<file path="config.mk">
export PLATFORM = sky130hd
export DESIGN_NAME = lgpp_core
export DESIGN_NICKNAME = d
export VERILOG_FILES = /design/src/core/lgpp_core.v /design/src/core/lgpp_sync.v /design/src/core/lgpp_timer.v
export VERILOG_INCLUDE_DIRS = /design/src /design/src/core
export SDC_FILE = /design/constraint.sdc
export NUM_CORES = 1
export LEC_CHECK = 0
export ABC_CLOCK_PERIOD_IN_PS = 13000
export BUFFER_PORTS_ARGS = -buffer_cell sky130_fd_sc_hd__clkbuf_2
export CELL_PAD_IN_SITES_DETAIL_PLACEMENT = 0
export CELL_PAD_IN_SITES_GLOBAL_PLACEMENT = 1
export CORE_ASPECT_RATIO = 2
export CORE_UTILIZATION = 47
export DETAILED_ROUTE_END_ITERATION = 7
export PLACE_DENSITY = 0.87
export SYNTH_ARGS = -nofsm -noshare
export SYNTH_HDL_FRONTEND = slang
export SYNTH_SLANG_ARGS = --single-unit
</file>
<file path="constraint.sdc">
create_clock -name sys_clk_i -period 13 [get_ports sys_clk_i]
set_input_delay 1.95 -clock sys_clk_i [delete_from_list [all_inputs] [get_ports sys_clk_i]]
set_output_delay 1.95 -clock sys_clk_i [all_outputs]
set_load 0.03 [all_outputs]
</file>
<file path="src/core/lgpp_map.vh">
// Constants for the loop gateway primary poller: sizes, timing, codes.
// Assumes a single 125 MHz station clock; included by lgpp_core, lgpp_asserts and the bench.
`ifndef LGPP_MAP_VH
`define LGPP_MAP_VH

// Clock rate
`define LGPP_CLK_HZ       125000000
`define LGPP_CLK_MHZ      125

// Loop geometry and buffering
`define LGPP_MAX_STATIONS 32
`define LGPP_ADDR_W       5
`define LGPP_COORD_W      8
`define LGPP_GW_BUFS      7
`define LGPP_STA_BUFS     3
`define LGPP_INFO_BYTES   1000
`define LGPP_SLOT_W       3

// Retry and sequence limits
`define LGPP_TRY_LIMIT    2'h3
`define LGPP_SEQ_LIMIT    2'h3

// Times in their own units
`define LGPP_ROT_TIME_S   60
`define LGPP_WD_TIME_NS   1200
`define LGPP_PROP_TIME_NS 1000
`define LGPP_E2E_TIME_US  1000

// Cycle counts derived from the times (least times round up)
`define LGPP_ROT_CYC  (64'd1 * `LGPP_ROT_TIME_S * `LGPP_CLK_HZ)
`define LGPP_WD_CYC   ((`LGPP_WD_TIME_NS * `LGPP_CLK_MHZ + 999) / 1000)
`define LGPP_PROP_CYC ((`LGPP_PROP_TIME_NS * `LGPP_CLK_MHZ + 999) / 1000)
`define LGPP_E2E_CYC  (`LGPP_E2E_TIME_US * `LGPP_CLK_MHZ)

// Command kinds on the loop command port
`define LGPP_CMD_POLL     2'h0
`define LGPP_CMD_OFFER    2'h1
`define LGPP_CMD_FWD      2'h2

// Trouble message codes
`define LGPP_TRB_NOHAND   2'h1
`define LGPP_TRB_OUTAGE   2'h2

`endif

</file>
<file path="src/core/lgpp_core.v">
// Gateway station controller: primary election, polling, handover,
// frame buffering and local/foreign delivery decision.
// Assumes a response arrives for every command issued, and M is 2**AW.
`timescale 1ns/1ns
`include "lgpp_map.vh"
module lgpp_core #(
  parameter        M        = `LGPP_MAX_STATIONS,
  parameter        AW       = `LGPP_ADDR_W,
  parameter        LW       = `LGPP_COORD_W,
  parameter        NBUF     = `LGPP_GW_BUFS,
  parameter        SW       = `LGPP_SLOT_W,
  parameter        TW       = 34,
  parameter [63:0] ROT_CYC  = `LGPP_ROT_CYC,
  parameter [31:0] WD_CYC   = `LGPP_WD_CYC,
  parameter [31:0] PROP_CYC = `LGPP_PROP_CYC,
  parameter [31:0] E2E_CYC  = `LGPP_E2E_CYC
) (
  input  wire          sys_clk_i,
  input  wire          rst_n_i,
  input  wire [AW-1:0] self_addr_i,
  input  wire [LW-1:0] loop_l_i,
  input  wire [LW-1:0] loop_n_i,
  input  wire          loop_signal_i,
  output wire          cmd_valid_o,
  output wire [1:0]    cmd_kind_o,
  output wire [AW-1:0] cmd_addr_o,
  output wire [SW-1:0] cmd_slot_o,
  input  wire          rsp_valid_i,
  input  wire          rsp_present_i,
  input  wire          rsp_gateway_i,
  input  wire          rsp_traffic_i,
  input  wire          rsp_ack_i,
  input  wire          rsp_rnr_i,
  input  wire [LW-1:0] rsp_floop_l_i,
  input  wire [LW-1:0] rsp_floop_n_i,
  input  wire          rsp_floop_ok_i,
  input  wire          grant_i,
  input  wire          grant_traffic_i,
  input  wire          frm_valid_i,
  output wire          frm_ready_o,
  input  wire [LW-1:0] frm_dst_l_i,
  input  wire [LW-1:0] frm_dst_n_i,
  input  wire [AW-1:0] frm_dst_s_i,
  output wire          xfer_valid_o,
  output wire [LW-1:0] xfer_dst_l_o,
  output wire [LW-1:0] xfer_dst_n_o,
  output wire [AW-1:0] xfer_dst_s_o,
  output wire          reroute_o,
  output wire          undeliv_o,
  output wire [AW-1:0] ret_dst_s_o,
  input  wire          msg_sent_i,
  input  wire          e2e_ack_i,
  output wire          not_delivered_o,
  output wire          trouble_o,
  output wire [1:0]    trouble_code_o,
  output wire          del_valid_o,
  output wire [M-1:0]  del_mask_o,
  output wire          primary_o
);
  localparam [3:0] ST_SEC   = 4'h0;
  localparam [3:0] ST_STAG  = 4'h1;
  localparam [3:0] ST_POLL  = 4'h2;
  localparam [3:0] ST_WAIT  = 4'h3;
  localparam [3:0] ST_ADV   = 4'h4;
  localparam [3:0] ST_FWD   = 4'h5;
  localparam [3:0] ST_FWAIT = 4'h6;
  localparam [3:0] ST_OFFER = 4'h7;
  localparam [3:0] ST_OWAIT = 4'h8;
  localparam [3:0] ST_CMP   = 4'h9;
  localparam [1:0] TRY_LAST = `LGPP_TRY_LIMIT - 2'h1;
  localparam [1:0] SEQ_LAST = `LGPP_SEQ_LIMIT - 2'h1;

  ////////////////////////////////////////////////////////////////////////
  // Functions
  // Lowest set bit of a buffer vector
  function [SW-1:0] first_idx;
    input [NBUF-1:0] v;
    integer          k;
    begin
      first_idx = {SW{1'b0}};
      for (k = NBUF - 1; k >= 0; k = k - 1) begin
        if (v[k])
          first_idx = k[SW-1:0];
      end
    end
  endfunction

  // Next listed address above from, wrapping modulo M; self if none
  function [AW-1:0] next_occ;
    input [M-1:0]  occ;
    input [AW-1:0] from;
    input [AW-1:0] self;
    integer        k;
    reg   [AW-1:0] a;
    reg            hit;
    begin
      next_occ = self;
      hit = 1'b0;
      a = from;
      for (k = 1; k < M; k = k + 1) begin
        a = a + 1'b1;
        if (!hit && occ[a]) begin
          next_occ = a;
          hit = 1'b1;
        end
      end
    end
  endfunction

  // Destination minus local coordinate is zero
  function dzero;
    input [LW-1:0] d;
    input [LW-1:0] c;
    reg   [LW-1:0] df;
    begin
      df = d - c;
      dzero = (df == {LW{1'b0}});
    end
  endfunction

  ////////////////////////////////////////////////////////////////////////
  // State
  reg  [3:0]    state_q;
  reg           init_q;
  reg  [AW-1:0] self_q;
  reg           primary_q;
  reg           full_q;
  reg           drain_q;
  reg           rot_done_q;
  reg  [1:0]    seq_cnt_q;
  reg  [AW-1:0] poll_addr_q;
  reg  [M-1:0]  occ_q;
  reg  [M-1:0]  gw_q;
  reg  [M-1:0]  trf_q;
  reg  [M-1:0]  fok_q;
  reg  [M-1:0]  prev_occ_q;
  reg  [M-1:0]  prev_fok_q;
  reg  [LW-1:0] fl_l_q [0:M-1];
  reg  [LW-1:0] fl_n_q [0:M-1];
  reg  [NBUF-1:0] bv_q;
  reg  [NBUF-1:0] bh_q;
  reg  [AW-1:0] bs_q [0:NBUF-1];
  reg  [1:0]    br_q [0:NBUF-1];
  reg  [SW-1:0] cur_q;
  reg           wd_start_q;
  reg           stag_start_q;
  reg           rot_start_q;
  reg           rot_stop_q;
  reg           cmd_valid_q;
  reg  [1:0]    cmd_kind_q;
  reg  [AW-1:0] cmd_addr_q;
  reg  [SW-1:0] cmd_slot_q;
  reg           xfer_valid_q;
  reg  [LW-1:0] xfer_l_q;
  reg  [LW-1:0] xfer_n_q;
  reg  [AW-1:0] xfer_s_q;
  reg           reroute_q;
  reg           undeliv_q;
  reg  [AW-1:0] ret_s_q;
  reg           trouble_q;
  reg  [1:0]    trouble_code_q;
  reg           del_valid_q;
  reg  [M-1:0]  del_mask_q;
  reg  [AW-1:0] adv_addr;
  wire          adv_wrap;
  wire          sig_s;
  wire          wd_exp;
  wire          stag_exp;
  wire          rot_exp;
  wire          is_local;
  wire [NBUF-1:0] fwd_vec;
  wire          fwd_rdy;
  wire [SW-1:0] free_slot;
  wire [M-1:0]  deleted;
  wire [TW-1:0] stag_load;
  wire [AW-1:0] self_m1;

  ////////////////////////////////////////////////////////////////////////
  // Loop activity and timers
  lgpp_sync u_sig (
    .sys_clk_i (sys_clk_i),
    .rst_n_i   (rst_n_i),
    .async_i   (loop_signal_i),
    .sync_o    (sig_s)
  );

  // Watchdog: restarted by any loop activity while secondary
  lgpp_timer #(.W(TW)) u_wd (
    .sys_clk_i (sys_clk_i),
    .rst_n_i   (rst_n_i),
    .start_i   (wd_start_q),
    .stop_i    (rot_start_q),
    .load_i    (WD_CYC[TW-1:0]),
    .expire_o  (wd_exp)
  );

  // Stagger grows one propagation delay per address above one
  assign self_m1   = self_q - 1'b1;
  assign stag_load = (self_q == {AW{1'b0}}) ? {TW{1'b0}} :
                     {{(TW-AW){1'b0}}, self_m1} * PROP_CYC[TW-1:0];
  lgpp_timer #(.W(TW)) u_stag (
    .sys_clk_i (sys_clk_i),
    .rst_n_i   (rst_n_i),
    .start_i   (stag_start_q),
    .stop_i    (wd_start_q),
    .load_i    (stag_load),
    .expire_o  (stag_exp)
  );

  // Rotation timer: one run per primary tenure
  lgpp_timer #(.W(TW)) u_rot (
    .sys_clk_i (sys_clk_i),
    .rst_n_i   (rst_n_i),
    .start_i   (rot_start_q),
    .stop_i    (rot_stop_q),
    .load_i    (ROT_CYC[TW-1:0]),
    .expire_o  (rot_exp)
  );

  // Originator wait for end-to-end answer or returned message
  lgpp_timer #(.W(TW)) u_e2e (
    .sys_clk_i (sys_clk_i),
    .rst_n_i   (rst_n_i),
    .start_i   (msg_sent_i),
    .stop_i    (e2e_ack_i),
    .load_i    (E2E_CYC[TW-1:0]),
    .expire_o  (not_delivered_o)
  );

  ////////////////////////////////////////////////////////////////////////
  // Decode
  assign is_local  = dzero(frm_dst_l_i, loop_l_i) &
                     dzero(frm_dst_n_i, loop_n_i);
  assign fwd_vec   = bv_q & ~bh_q;
  assign fwd_rdy   = |fwd_vec;
  assign free_slot = first_idx(~bv_q);
  assign frm_ready_o = init_q & (~is_local | ~&bv_q);
  assign deleted   = (prev_occ_q & ~occ_q) | (prev_fok_q & ~fok_q);

  // Next poll address: every address, or only listed ones
  always @* begin
    if (full_q)
      adv_addr = poll_addr_q + 1'b1;
    else
      adv_addr = next_occ(occ_q, poll_addr_q, self_q);
  end
  assign adv_wrap = full_q ? (adv_addr == self_q) :
                    (adv_addr <= poll_addr_q);

  ////////////////////////////////////////////////////////////////////////
  // Main sequencer, lists and frame buffers
  always @(posedge sys_clk_i) begin : seq
    if (!rst_n_i) begin
      state_q      <= ST_SEC;
      init_q       <= 1'b0;
      self_q       <= {AW{1'b0}};
      primary_q    <= 1'b0;
      full_q       <= 1'b0;
      drain_q      <= 1'b0;
      rot_done_q   <= 1'b0;
      seq_cnt_q    <= 2'h0;
      poll_addr_q  <= {AW{1'b0}};
      occ_q        <= {M{1'b0}};
      gw_q         <= {M{1'b0}};
      trf_q        <= {M{1'b0}};
      fok_q        <= {M{1'b0}};
      prev_occ_q   <= {M{1'b0}};
      prev_fok_q   <= {M{1'b0}};
      bv_q         <= {NBUF{1'b0}};
      bh_q         <= {NBUF{1'b0}};
      cur_q        <= {SW{1'b0}};
      wd_start_q   <= 1'b1;
      stag_start_q <= 1'b0;
      rot_start_q  <= 1'b0;
      rot_stop_q   <= 1'b0;
      cmd_valid_q  <= 1'b0;
      cmd_kind_q   <= `LGPP_CMD_POLL;
      cmd_addr_q   <= {AW{1'b0}};
      cmd_slot_q   <= {SW{1'b0}};
      xfer_valid_q <= 1'b0;
      xfer_l_q     <= {LW{1'b0}};
      xfer_n_q     <= {LW{1'b0}};
      xfer_s_q     <= {AW{1'b0}};
      reroute_q    <= 1'b0;
      undeliv_q    <= 1'b0;
      ret_s_q      <= {AW{1'b0}};
      trouble_q    <= 1'b0;
      trouble_code_q <= 2'h0;
      del_valid_q  <= 1'b0;
      del_mask_q   <= {M{1'b0}};
    end else begin
      wd_start_q   <= 1'b0;
      stag_start_q <= 1'b0;
      rot_start_q  <= 1'b0;
      rot_stop_q   <= 1'b0;
      cmd_valid_q  <= 1'b0;
      xfer_valid_q <= 1'b0;
      reroute_q    <= 1'b0;
      undeliv_q    <= 1'b0;
      trouble_q    <= 1'b0;
      del_valid_q  <= 1'b0;
      if (!init_q) begin
        init_q <= 1'b1;
        self_q <= self_addr_i;
      end
      if (rot_exp)
        rot_done_q <= 1'b1;
      // Incoming frame: buffer if local, else pass to partner
      if (frm_valid_i && frm_ready_o) begin
        if (is_local) begin
          bv_q[free_slot] <= 1'b1;
          bh_q[free_slot] <= 1'b0;
          bs_q[free_slot] <= frm_dst_s_i;
          br_q[free_slot] <= 2'h0;
        end else begin
          xfer_valid_q <= 1'b1;
          xfer_l_q     <= frm_dst_l_i;
          xfer_n_q     <= frm_dst_n_i;
          xfer_s_q     <= frm_dst_s_i;
        end
      end
      case (state_q)
        ST_SEC, ST_STAG: begin
          if (sig_s) begin
            wd_start_q <= 1'b1;
            state_q    <= ST_SEC;
          end else if (wd_exp && state_q == ST_SEC) begin
            stag_start_q <= 1'b1;
            state_q      <= ST_STAG;
          end else if (stag_exp || (grant_i && state_q == ST_SEC)) begin
            primary_q   <= 1'b1;
            rot_start_q <= 1'b1;
            rot_done_q  <= 1'b0;
            full_q      <= 1'b1;
            drain_q     <= grant_i & grant_traffic_i;
            seq_cnt_q   <= 2'h0;
            occ_q       <= {M{1'b0}};
            gw_q        <= {M{1'b0}};
            fok_q       <= {M{1'b0}};
            poll_addr_q <= self_q;
            state_q     <= ST_ADV;
          end
        end
        ST_POLL: begin
          cmd_valid_q <= 1'b1;
          cmd_kind_q  <= `LGPP_CMD_POLL;
          cmd_addr_q  <= poll_addr_q;
          state_q     <= ST_WAIT;
        end
        ST_WAIT: begin
          if (rsp_valid_i) begin
            trf_q[poll_addr_q] <= rsp_present_i & rsp_traffic_i;
            if (full_q) begin
              occ_q[poll_addr_q]  <= rsp_present_i;
              gw_q[poll_addr_q]   <= rsp_present_i & rsp_gateway_i;
              fok_q[poll_addr_q]  <= rsp_present_i & rsp_gateway_i &
                                     rsp_floop_ok_i;
              fl_l_q[poll_addr_q] <= rsp_floop_l_i;
              fl_n_q[poll_addr_q] <= rsp_floop_n_i;
            end
            if (rsp_present_i && rsp_gateway_i && !full_q &&
                (rsp_traffic_i || (rot_done_q && bv_q == {NBUF{1'b0}})))
              state_q <= ST_OFFER;
            else
              state_q <= ST_ADV;
          end
        end
        ST_OFFER: begin
          cmd_valid_q <= 1'b1;
          cmd_kind_q  <= `LGPP_CMD_OFFER;
          cmd_addr_q  <= poll_addr_q;
          state_q     <= ST_OWAIT;
        end
        ST_OWAIT: begin
          if (rsp_valid_i) begin
            if (rsp_ack_i) begin
              primary_q  <= 1'b0;
              rot_stop_q <= 1'b1;
              wd_start_q <= 1'b1;
              state_q    <= ST_SEC;
            end else begin
              state_q <= ST_ADV;
            end
          end
        end
        ST_ADV: begin
          if (fwd_rdy && (!full_q || drain_q)) begin
            cur_q   <= first_idx(fwd_vec);
            state_q <= ST_FWD;
          end else begin
            drain_q     <= 1'b0;
            poll_addr_q <= adv_addr;
            state_q     <= ST_POLL;
            if (adv_wrap) begin
              bh_q <= {NBUF{1'b0}};
              if (full_q) begin
                state_q <= ST_CMP;
              end else if (rot_done_q) begin
                if (seq_cnt_q == SEQ_LAST) begin
                  seq_cnt_q      <= 2'h0;
                  trouble_q      <= |fok_q;
                  trouble_code_q <= `LGPP_TRB_NOHAND;
                end else begin
                  seq_cnt_q <= seq_cnt_q + 2'h1;
                end
              end
            end
          end
        end
        ST_FWD: begin
          cmd_valid_q <= 1'b1;
          cmd_kind_q  <= `LGPP_CMD_FWD;
          cmd_addr_q  <= bs_q[cur_q];
          cmd_slot_q  <= cur_q;
          state_q     <= ST_FWAIT;
        end
        ST_FWAIT: begin
          if (rsp_valid_i) begin
            state_q <= ST_ADV;
            if (rsp_ack_i) begin
              bv_q[cur_q] <= 1'b0;
            end else if (br_q[cur_q] == TRY_LAST) begin
              bv_q[cur_q] <= 1'b0;
              ret_s_q     <= bs_q[cur_q];
              reroute_q   <= rsp_rnr_i;
              undeliv_q   <= ~rsp_rnr_i;
            end else begin
              br_q[cur_q] <= br_q[cur_q] + 2'h1;
              bh_q[cur_q] <= 1'b1;
            end
          end
        end
        ST_CMP: begin
          if (|deleted) begin
            trouble_q      <= 1'b1;
            trouble_code_q <= `LGPP_TRB_OUTAGE;
            del_valid_q    <= 1'b1;
            del_mask_q     <= deleted;
          end
          prev_occ_q <= occ_q;
          prev_fok_q <= fok_q;
          full_q     <= 1'b0;
          state_q    <= ST_ADV;
        end
        default: begin
          state_q <= ST_SEC;
        end
      endcase
    end
  end

  ////////////////////////////////////////////////////////////////////////
  // Outputs
  assign cmd_valid_o    = cmd_valid_q;
  assign cmd_kind_o     = cmd_kind_q;
  assign cmd_addr_o     = cmd_addr_q;
  assign cmd_slot_o     = cmd_slot_q;
  assign xfer_valid_o   = xfer_valid_q;
  assign xfer_dst_l_o   = xfer_l_q;
  assign xfer_dst_n_o   = xfer_n_q;
  assign xfer_dst_s_o   = xfer_s_q;
  assign reroute_o      = reroute_q;
  assign undeliv_o      = undeliv_q;
  assign ret_dst_s_o    = ret_s_q;
  assign trouble_o      = trouble_q;
  assign trouble_code_o = trouble_code_q;
  assign del_valid_o    = del_valid_q;
  assign del_mask_o     = del_mask_q;
  assign primary_o      = primary_q;
endmodule // lgpp_core

</file>
<file path="src/core/lgpp_sync.v">
// Two-stage synchroniser for a level arriving from a pin.
// Assumes the input may change at any time relative to sys_clk_i.
`timescale 1ns/1ns
module lgpp_sync (
  input  wire sys_clk_i,
  input  wire rst_n_i,
  input  wire async_i,
  output wire sync_o
);
  reg meta_q;
  reg sync_q;

  // First stage feeds only the second stage
  always @(posedge sys_clk_i) begin
    if (!rst_n_i) begin
      meta_q <= 1'b0;
      sync_q <= 1'b0;
    end else begin
      meta_q <= async_i;
      sync_q <= meta_q;
    end
  end

  assign sync_o = sync_q;
endmodule // lgpp_sync

</file>
<file path="src/core/lgpp_timer.v">
// One-shot down counter with load, start, stop and an expiry pulse.
// Assumes start and stop are single-cycle pulses from the same clock.
`timescale 1ns/1ns
module lgpp_timer #(
  parameter W = 34
) (
  input  wire         sys_clk_i,
  input  wire         rst_n_i,
  input  wire         start_i,
  input  wire         stop_i,
  input  wire [W-1:0] load_i,
  output wire         expire_o
);
  reg [W-1:0] cnt_q;
  reg         run_q;
  reg         exp_q;

  // Stop beats start; expiry pulses once when the count runs out
  always @(posedge sys_clk_i) begin
    if (!rst_n_i) begin
      cnt_q <= {W{1'b0}};
      run_q <= 1'b0;
      exp_q <= 1'b0;
    end else begin
      exp_q <= 1'b0;
      if (stop_i) begin
        run_q <= 1'b0;
      end else if (start_i) begin
        cnt_q <= load_i;
        run_q <= 1'b1;
      end else if (run_q) begin
        if (cnt_q == {W{1'b0}}) begin
          run_q <= 1'b0;
          exp_q <= 1'b1;
        end else begin
          cnt_q <= cnt_q - 1'b1;
        end
      end
    end
  end

  assign expire_o = exp_q;
endmodule // lgpp_timer

</file>
After elaboration in Yosys (flattened, before gate mapping)
Memory sizes are Yosys's and may differ from the RTL's. A register that Yosys moved wholly into a read port is not among the register bits.
Cells that the tools add are included.
{ "word_totals": {"ram_bits": 49, "register_bits": 392, "rom_bits": 0, "latchBits": 0, "inputBits": 73, "wordCells": 640, "mem_count": 2} }
{ "op_classes": {"n_lt_le_gt_ge": 38, "eq_ne": 31, "div_mod_pow": 0, "reduce_logical": 132, "n_mul": 0, "n_addsub": 39, "n_bitwise": 36, "shift": 0, "mux": 313} }
{ "memory_table": {"columns": ["name", "depth", "word_bits", "read_ports", "rd_ports_with_merged_regs", "write_ports", "line_no", "source"], "rows": [
  ["bs_q", 7, 5, 1, 1, 1, "lgpp_core.v:142", "reg [AW-1:0] bs_q [0:NBUF-1];"],
  ["br_q", 7, 2, 1, 1, 2, "lgpp_core.v:143", "reg [1:0] br_q [0:NBUF-1];"]
]} }
{ "ops": {"columns": ["op", "n"], "rows": [
  ["$mux W34", 13],
  ["$mux W32", 7],
  ["$lt A5 B6 Y1 const B", 32],
  ["$mux W5", 36],
  ["$add A5 B1 Y5 const B", 31],
  ["$bmux W1 S5", 31],
  ["$mux W1", 149],
  ["$logic_not A34 Y1", 4],
  ["$sub A34 B1 Y34 const B", 4],
  ["$pmux W32 S2", 2],
  ["$mux W7", 15],
  ["$and A32 B32 Y32", 2],
  ["$bwmux W32", 2],
  ["$not A32 Y32", 2],
  ["$reduce_or A32 Y1", 2],
  ["$mux W3", 19],
  ["$logic_and A1 B1 Y1", 41],
  ["$mux W4", 9],
  ["$ne A2 B2 Y1 const B", 18],
  ["$pmux W4 S9", 1],
  ["$logic_not A1 Y1", 32],
  ["$or A32 B32 Y32", 1],
  ["$mux W2", 15],
  ["$not A7 Y7", 4],
  ["44 further kinds", 117]
]} }

Depth between registers and ports, before layout
Gate-level depths: netlist (run 1).
{ "logic_depth": {"depth_word": 130, "depth_mapped": 40, "ltp_nobuf": 30} }

Cells and area by module
A second synthesis (run 1) with hierarchy kept.
{ "hier_totals": {"hier_cells": 3753, "area_unflattened_um2": 29751.0} }
{ "modules_own_cells": {"columns": ["mod", "area_each_um2", "cells_each", "n_inst"], "rows": [
  ["lgpp_core", 19648.8, 2445, 1],
  ["lgpp_timer", 2512.4, 326, 4],
  ["lgpp_sync", 52.6, 4, 1]
]} }

Worst setup path after synthesis (run 1)
OpenSTA, ideal clock, no wires.
{ "synth_path": {"kind": "register to register", "startpoint": "register poll_addr_q[0]", "endpoint": "register trouble_q (netlist: trouble_o)", "synth_period_minus_slack_ns": 9.632, "path_slack_ns": 3.368, "setup_ns": 0.070, "path_buffers": 9, "t_required_ns": 12.930, "arrival_ns": 9.562, "stages_incl_launch_ff": 39, "cell_sequence": "dfxtp_1 -> clkbuf_1 -> inv_1 -> clkbuf_1 -> clkbuf_1 -> ha_1 -> clkbuf_1 -> buf_2 -> buf_1 -> clkbuf_1 -> mux2i_1 -> mux2i_1 -> mux2i_1 -> mux2i_1 -> a21boi_0 -> and2_1 -> nand4_1 -> or3_1 -> [... 3 more ...] -> and4bb_2 -> inv_2 -> or4_1 -> buf_4 -> nor4_4 -> nand4_2 -> nand2_1 -> a2111oi_0 -> nand2_1 -> a21o_1 -> nand2_1 -> ha_1 -> a21o_1 -> a21o_1 -> a211oi_1 -> o21ai_0 -> or3_1 -> a21oi_1"} }
{ "synth_via": {"elab_chain_len": 130, "word_cells_on_any_way": 251, "classes_between": "add/sub: 31; order compare: 1; eq/ne: 1; mux: 158; reduce/logical: 60"} }
{ "synth_lines": {"columns": ["element", "line_no", "source"], "rows": [
  ["start, declared", "lgpp_core.v:131", "reg [AW-1:0] poll_addr_q;"],
  ["start signal, assigned", "lgpp_core.v:262", "poll_addr_q <= {AW{1'b0}};"],
  ["start signal, assigned", "lgpp_core.v:340", "poll_addr_q <= self_q;"],
  ["start signal, assigned", "lgpp_core.v:392", "poll_addr_q <= adv_addr;"],
  ["branches (longest 126 deep; another with $add A5 B1 Y5)", null, null],
  ["$mux W1 (*)", "lgpp_core.v:247", "assign adv_wrap = full_q ? (adv_addr == self_q) :"],
  ["$mux W1 (*)", "lgpp_core.v:394", "if (adv_wrap) begin"],
  ["$mux W1 (*)", "lgpp_core.v:387", "if (fwd_rdy && (!full_q || drain_q)) begin"],
  ["$pmux W1 S2 (*)", "lgpp_core.v:322", "case (state_q)"],
  ["end signal, assigned", "lgpp_core.v:401", "trouble_q <= |fok_q;"],
  ["end, declared", "lgpp_core.v:160", "reg trouble_q;"]
]} }
Mark *: on every way between the ends. The select of a mux whose other input is x is not followed.
A chain may end at the register's enable or synchronous reset.

Worst setup path in the final report (run 1)
{ "layout_path": {"startpoint": "register poll_addr_q[1]", "endpoint": "register seq_cnt_q[0]"} }
{ "layout_via": {"elab_chain_len": 129, "word_cells_on_any_way": 250, "classes_between": "add/sub: 31; order compare: 1; eq/ne: 2; mux: 155; reduce/logical: 61"} }
{ "layout_lines": {"columns": ["element", "line_no", "source"], "rows": [
  ["branches (longest 126 deep; another with $add A5 B1 Y5)", null, null],
  ["$mux W1 (*)", "lgpp_core.v:247", null],
  ["$ne A2 B2 Y1 (no source line) (*)", null, null],
  ["$reduce_and A8 Y1 (no source line) (*)", null, null],
  ["end signal, assigned", "lgpp_core.v:404", "seq_cnt_q <= seq_cnt_q + 2'h1;"],
  ["end, declared", "lgpp_core.v:130", "reg [1:0] seq_cnt_q;"]
]} }
Marks and branches as above.

==> results of run 1 <==
-- synthesized netlist by cell type (53+ instances only) --
library cell / instances / area (um2)
sky130_fd_sc_hd__nor2_1: 441 / 1655
sky130_fd_sc_hd__dfxtp_1: 395 / 7908
sky130_fd_sc_hd__nand2_1: 348 / 1306
sky130_fd_sc_hd__a21oi_1: 220 / 1101
sky130_fd_sc_hd__mux2i_1: 181 / 1812
sky130_fd_sc_hd__o21ai_0: 151 / 755.7
sky130_fd_sc_hd__clkbuf_1: 146 / 548.0
sky130_fd_sc_hd__inv_1: 127 / 476.7
sky130_fd_sc_hd__nor3_1: 116 / 580.6
sky130_fd_sc_hd__xnor2_1: 108 / 945.9
sky130_fd_sc_hd__a22oi_1: 84 / 630.6
sky130_fd_sc_hd__or3_1: 65 / 406.6
sky130_fd_sc_hd__mux2_2: 57 / 641.9
sky130_fd_sc_hd__nor4_1: 56 / 350.3
sky130_fd_sc_hd__nand3_1: 54 / 270.3
sky130_fd_sc_hd__o22ai_1: 53 / 331.6
-- worst max-delay path by stage --
stage                               from      endpoint  slack [ns]
after floorplan           poll_addr_q[0]     trouble_o        3.37
after global placement    poll_addr_q[0]  seq_cnt_q[0]        2.14
after detailed placement  poll_addr_q[0]  seq_cnt_q[0]        2.12
after CTS                 poll_addr_q[0]  seq_cnt_q[0]        2.09
after global routing      poll_addr_q[1]  seq_cnt_q[0]        1.24
final                     poll_addr_q[1]  seq_cnt_q[0]        1.60
-- logic make-up (layout without fill, tap and decap cells) --
family	Yosys count	count (layout)	synth area share, %
simple gates	1301	1301	23.21
compound gates	725	725	17.25
mux	261	261	11.06
xor+xnor	177	177	7.226
other cells	0	1	0
fa+ha+maj	30	30	1.418
flops	444	444	35.42
buf+inv	303	408	4.414
-- per-layer routing --
layer	share of wire, %	wire length, um	vias up
met4	11	10120	0
met2	51	48480	998
li1	-	-	11730
met1	33	31950	12060
met3	5.7	5434	405
met5	0	0	-
-- area by class of cell --
cell class | count | area share (%)
Multi-Input combinational cell | 2494 | 54.40
Sequential cell | 444 | 31.93
Timing Repair Buffer | 206 | 4.114
Clock buffer | 48 | 3.646
Tap cell | 744 | 3.169
Inverter | 130 | 1.687
Clock inverter | 24 | 1.048
Antenna cell | 1 | 0.008519
-- registers in the layout, summed over array words and instances, names as in the netlist, 14 cells and up, named ones only --
register,cells
del_mask_o,32
prev_occ_q,32
u_stag.cnt_q,34
prev_fok_q,32
br_q,14
bs_q,35
u_wd.cnt_q,34
u_rot.cnt_q,34
fok_q,32
u_e2e.cnt_q,34
occ_q,32
-- through the flow --
step / area [um2] / utilization (%) / hold slack [ns] / setup WS [ns] / cells
5_1_grt: 29370 / 52.86 / 0.4568 / 1.237 / 4090
3_5_place_dp: 27990 / 50.38 / 0.4286 / 2.124 / 4018
6_report: 29380 / 52.87 / 0.4396 / 1.603 / 4091
2_1_floorplan: 26480 / - / 0.4119 / 3.368 / 3241
4_1_cts: 29370 / 52.86 / 0.4451 / 2.087 / 4090
3_3_place_gp: 27990 / 50.38 / 0.4268 / 2.139 / 4018
==> metrics.log, run 1 <==
[metrics] number of enable-type register cells in the synthesized netlist: ~50
[metrics] detailed-route wire length per cell: 23.46 um
[metrics] type of element capturing the critical path: flop
[metrics] detailed-router iteration count before antenna repair: 6
[metrics] share of async-settable or async-resettable flops after synthesis: 0%
[metrics] Post-DP HPWL: 73.25 mm
[metrics] I/O pins: approximately 150
[metrics] area of all sequential standard cells: 9380 um2
[metrics] count of input and output buffers: 135
[metrics] terminating pin of the worst hold path: u_sig.sync_o
[metrics] slew at the pin closest to its max-slew limit: 1.290 ns
[metrics] met3 track utilization from global routing: 5.116%
[metrics] number of antenna violations at the first check in global routing: 1
[metrics] post-synthesis cell type count: 102
[metrics] # DRC: 0
[metrics] drt first-iter violations: 1949
[metrics] H-tree levels: 2
[metrics] number of rows created at floorplan: 122
[metrics] TNS Setup: 0 ns
[metrics] period utilisation layout: 87.67%
[metrics] largest net degree at the start of global routing: 100
[metrics] most common cell after layout, fill and taps aside: sky130_fd_sc_hd__nor2_1
[metrics] area used by multi-input combinational logic: 15980 um2
[metrics] Synthesized Nets: 3344
[metrics] register clock-pin slew on the reported worst setup and hold paths: 0.07 ns
[metrics] critical setup path kind: flop to flop
[metrics] max-slew headroom at the worst pin: 13.36%
[metrics] fill cell instance count of the final layout: 5362
[metrics] CTS root buffer: sky130_fd_sc_hd__clkbuf_16
[metrics] area of the core region: roughly 56000 um2
[metrics] status: finished, final reports clean
[metrics] maximum cell stage delay along the critical path: roughly 0.97 ns
[metrics] worst-case register-to-register setup slack: 1.60 ns
[metrics] net count of the finished layout: 3418
[metrics] syn avg cell area: 8.169 um2
[metrics] unrepaired setup endpoints after global routing: false
[metrics] global-route wire length before repair: 144.3 mm
[metrics] floorplan die height: 337.7 um
[metrics] global routing's busiest layer: met2
[metrics] top fanout value on the critical path: 13
[metrics] critical path's most frequent cell: sky130_fd_sc_hd__a21o_1
[metrics] full die area: between 50000 and 60000 um2
[metrics] WP data arrival: between 10 and 15 ns
[metrics] worst hold-check path type: flop to flop
[metrics] number of buffers between clock root and the deepest sink: 3
[metrics] f_max: just under 0.09 GHz
[metrics] setup fix buffers added after clock tree synthesis: 0
[metrics] sequential element share of the synthesized area: a little over a third
[metrics] horizontal extent of the die: around 170 um
[metrics] Primary FF master, synth: sky130_fd_sc_hd__dfxtp_1
[metrics] logic depth of the worst path, buffers included: 30
[metrics] CTS tree: yes
[metrics] synth-to-layout area growth: 10.95%
[metrics] pins over their slew limit: 0
[metrics] sum of buffers and inverters on the critical path: 3
[metrics] number of buffers inserted by hold repair at cts: 0
[metrics] aggregate global-route resource usage: 33.35%
[metrics] Post-Route WL: 95.98 mm
[metrics] required time of the worst setup path: between 10 and 15 ns
[metrics] GR met1 Demand/Resource: about a third
[metrics] Initial Util: 47.65%
[metrics] Yosys reg bits: 444
[metrics] reg-to-reg critical path endpoint: seq_cnt_q[0]
[metrics] gpl congestion: 1.114
[metrics] number of stages on the worst hold path: 1
[metrics] number of maximum-capacitance violations: 0
[metrics] Cell Area, Synth: 26480 um2
[metrics] Setup violations, final: 0
[metrics] insertion delay to the later sink of the worst-skew pair: about 0.56 ns
[metrics] RR Startpoint: poll_addr_q[1]
[metrics] number of standard cells after synthesis: 3241
[metrics] vias in the first global route: 24760
[metrics] met2 demand-to-capacity share in global routing: 60.10%
[metrics] Fin Clk Skew: 0.02738 ns
[metrics] final-report hold violation count: 0
[metrics] number of nets with antenna violations after routing: 0
[metrics] startpoint of the tightest hold check path: u_sig.meta_q
[metrics] most frequent cells in the layout: sky130_fd_sc_hd__nor2_1 (438), sky130_fd_sc_hd__dfxtp_1 (394), sky130_fd_sc_hd__nand2_1 (348), sky130_fd_sc_hd__a21oi_1 (219), sky130_fd_sc_hd__mux2i_1 (181)
[metrics] number of buffers added by the clock tree synthesis step: 39
[metrics] leftover overflow at the end of global routing: 0
[metrics] Ys Warns: 0
[metrics] share of final-layout standard cells stronger than drive strength 1: 12.67%
[metrics] number of vias per cell after detailed routing: 6.158
[metrics] via count: approximately 25000
[metrics] Num Clock Sinks: 444
[metrics] Max stage delay cell, worst path: sky130_fd_sc_hd__ha_1
[metrics] startpoint type of the worst setup path: flop
[metrics] Resized Gates After CTS: 0
[metrics] min cycle time layout: roughly 11 ns
[metrics] number of cells on the worst reg-to-reg path: 30
[metrics] dominant delay contributor by cell family on the critical path: compound AO/OA/AOI/OAI gates
Power of run 1 is left out: the tool's default activity adds up to more than one toggle a clock period on the data nets, which glitch-free logic cannot reach.
==> run 2: changes to the inputs <==
--- a/config.mk
+++ b/config.mk
@@ -7,10 +7,11 @@
 export NUM_CORES = 1
 export LEC_CHECK = 0
 export ABC_CLOCK_PERIOD_IN_PS = 13000
-export BUFFER_PORTS_ARGS = -buffer_cell sky130_fd_sc_hd__clkbuf_2
+export BUFFER_PORTS_ARGS = -buffer_cell sky130_fd_sc_hd__buf_4
 export CELL_PAD_IN_SITES_DETAIL_PLACEMENT = 0
 export CELL_PAD_IN_SITES_GLOBAL_PLACEMENT = 1
 export CORE_ASPECT_RATIO = 2
+export CORE_MARGIN = 2
 export CORE_UTILIZATION = 47
 export DETAILED_ROUTE_END_ITERATION = 7
 export PLACE_DENSITY = 0.87
==> run 2 against run 1 <==
Effect of this change:
- critical path depth unchanged
- die area rose by 1.8%
- fmax grew 3.5%
- the flow now finishes with violations (max-slew violations)
- critical path type unchanged
- sequential cell count unchanged
==> metrics.log, run 2 (same netlist as run 1, synthesis figures left out) <==
[metrics] min cycle time layout: around 11 ns
[metrics] synth-to-layout area growth: 12.69%
[metrics] Post-DP HPWL: 78.79 mm
[metrics] net count of the finished layout: 3431
[metrics] area of all sequential standard cells: around 9400 um2
[metrics] detailed-route wire length per cell: about 25 um
[metrics] area used by multi-input combinational logic: 15970 um2
[metrics] dominant delay contributor by cell family on the critical path: simple AND/OR/NAND/NOR gates
[metrics] insertion delay to the later sink of the worst-skew pair: between 0.5 and 0.6 ns
[metrics] Resized Gates After CTS: 0
[metrics] Setup violations, final: 0
[metrics] number of vias per cell after detailed routing: 6.142
[metrics] vias in the first global route: 25300
[metrics] WP data arrival: 11.50 ns
[metrics] aggregate global-route resource usage: 35.25%
[metrics] H-tree levels: 2
[metrics] number of buffers added by the clock tree synthesis step: 41
[metrics] leftover overflow at the end of global routing: 0
[metrics] setup fix buffers added after clock tree synthesis: 0
[metrics] CTS root buffer: sky130_fd_sc_hd__clkbuf_16
[metrics] pins over their slew limit: 1
[metrics] I/O pins: 152
[metrics] gpl congestion: 1.005
[metrics] global-route wire length before repair: 153.8 mm
[metrics] f_max: 0.09079 GHz
[metrics] number of rows created at floorplan: between 100 and 150
[metrics] area of the core region: around 56000 um2
[metrics] via count: 25260
[metrics] worst hold-check path type: flop to flop
[metrics] slew at the pin closest to its max-slew limit: 1.507 ns
[metrics] type of element capturing the critical path: flop
[metrics] register clock-pin slew on the reported worst setup and hold paths: around 0.07 ns
[metrics] largest net degree at the start of global routing: 105
[metrics] # DRC: 0
[metrics] Max stage delay cell, worst path: sky130_fd_sc_hd__xnor3_1
[metrics] required time of the worst setup path: 13.48 ns
[metrics] sum of buffers and inverters on the critical path: 2
[metrics] most common cell after layout, fill and taps aside: sky130_fd_sc_hd__nor2_1
[metrics] CTS tree: yes
[metrics] status: complete, but fails checks
[metrics] full die area: 58360 um2
[metrics] startpoint type of the worst setup path: flop
[metrics] Fin Clk Skew: 0.02355 ns
[metrics] number of nets with antenna violations after routing: 0
[metrics] number of maximum-capacitance violations: 0
[metrics] share of final-layout standard cells stronger than drive strength 1: between 10% and 20%
[metrics] Largest register FFs: 35
[metrics] count of input and output buffers: between 100 and 150
[metrics] detailed-router iteration count before antenna repair: 6
[metrics] horizontal extent of the die: 171.8 um
[metrics] most frequent cells in the layout: sky130_fd_sc_hd__nor2_1 (438), sky130_fd_sc_hd__dfxtp_1 (394), sky130_fd_sc_hd__nand2_1 (348), sky130_fd_sc_hd__a21oi_1 (219), sky130_fd_sc_hd__buf_4 (217)
[metrics] top fanout value on the critical path: 20
[metrics] Initial Util: 47.26%
[metrics] number of buffers between clock root and the deepest sink: 3
[metrics] unrepaired setup endpoints after global routing: false
[metrics] final-report hold violation count: 0
[metrics] critical setup path kind: flop to flop
[metrics] fill cell instance count of the final layout: 5424
[metrics] drt first-iter violations: 1830
[metrics] number of antenna violations at the first check in global routing: 3
[metrics] period utilisation layout: a little over four fifths
[metrics] TNS Setup: 0 ns
[metrics] floorplan die height: ~340 um
[metrics] Biggest register: bs_q
[metrics] number of buffers inserted by hold repair at cts: 0
[metrics] Post-Route WL: around 100 mm
[metrics] max-slew headroom at the worst pin: -0.4913%
[metrics] Num Clock Sinks: 444
[metrics] maximum cell stage delay along the critical path: between 0.8 and 0.9 ns
[metrics] violated checks: max-slew violations
## run 2: changes by cell type in the layout (fill, tap and decap cells not counted), moves of 2 or more
| cell | previous run | this run |
|---|---|---|
| sky130_fd_sc_hd__clkinv_1 | 3 | 1 |
| sky130_fd_sc_hd__clkbuf_8 | 4 | 2 |
| sky130_fd_sc_hd__clkbuf_16 | 40 | 43 |
| sky130_fd_sc_hd__clkinvlp_4 | 7 | 3 |
| sky130_fd_sc_hd__clkbuf_1 | 4 | 9 |
| sky130_fd_sc_hd__clkbuf_2 | 135 | 0 |
| sky130_fd_sc_hd__clkinvlp_2 | 0 | 2 |
| sky130_fd_sc_hd__bufinv_16 | 6 | 4 |
| sky130_fd_sc_hd__clkinv_2 | 5 | 8 |
| sky130_fd_sc_hd__buf_4 | 71 | 217 |
## run 2: final timing paths
path	start	end	slack, ns	depth (start not counted)
max reg2reg	poll_addr_q[1]	seq_cnt_q[0]	1.99	30
min	prev_fok_q[22]	prev_fok_q[22]	0.45	2
max	poll_addr_q[1]	seq_cnt_q[0]	1.99	30
min reg2reg	prev_fok_q[22]	prev_fok_q[22]	0.45	2
## run 2: area by class of cell
class	count	share of cell area (%)
inverter	130	1.661
clock buffer	54	3.812
clock inverter	22	0.9352
multi-input combinational	2494	53.53
tap	750	3.145
timing repair buffer	217	5.460
sequential	444	31.44
antenna	2	0.01677
## run 2: through the flow
step | cell area, um2 | utilization (%) | std cells | hold slack [ns] | setup WS [ns]
global placement | 28410 | 50.71 | 4034 | 0.4310 | 2.466
global route | 29830 | 53.25 | 4111 | 0.4695 | 1.477
finish | 29840 | 53.26 | 4113 | 0.4528 | 1.986
floorplan | 26480 | - | 3241 | 0.4119 | 3.368
CTS | 29820 | 53.24 | 4110 | 0.4554 | 2.408
detailed placement | 28410 | 50.71 | 4034 | 0.4435 | 2.478
## run 2: worst register-to-register path: cells and delay by family (launching register included)
kind	cells	cell delay, ns
AOI/OAI and AO/OA	10	2.29
xor gates and xnor gates	4	2.40
adders and majority gates	2	0.55
buffers and inverters	2	0.50
DFF	1	0.69
muxes	2	1.03
and+or+nand+nor	10	3.47
## run 2: layer usage
metal | wire, um | track usage [%] | up-vias
li1 | - | - | 11760
met1 | 34160 | 33.74 | 12140
met2 | 51560 | 61.84 | 944
met3 | 5423 | 6.786 | 417
met4 | 12170 | 33.18 | 2
met5 | 13 | 0 | -
Power of run 2 is left out for the same reason.
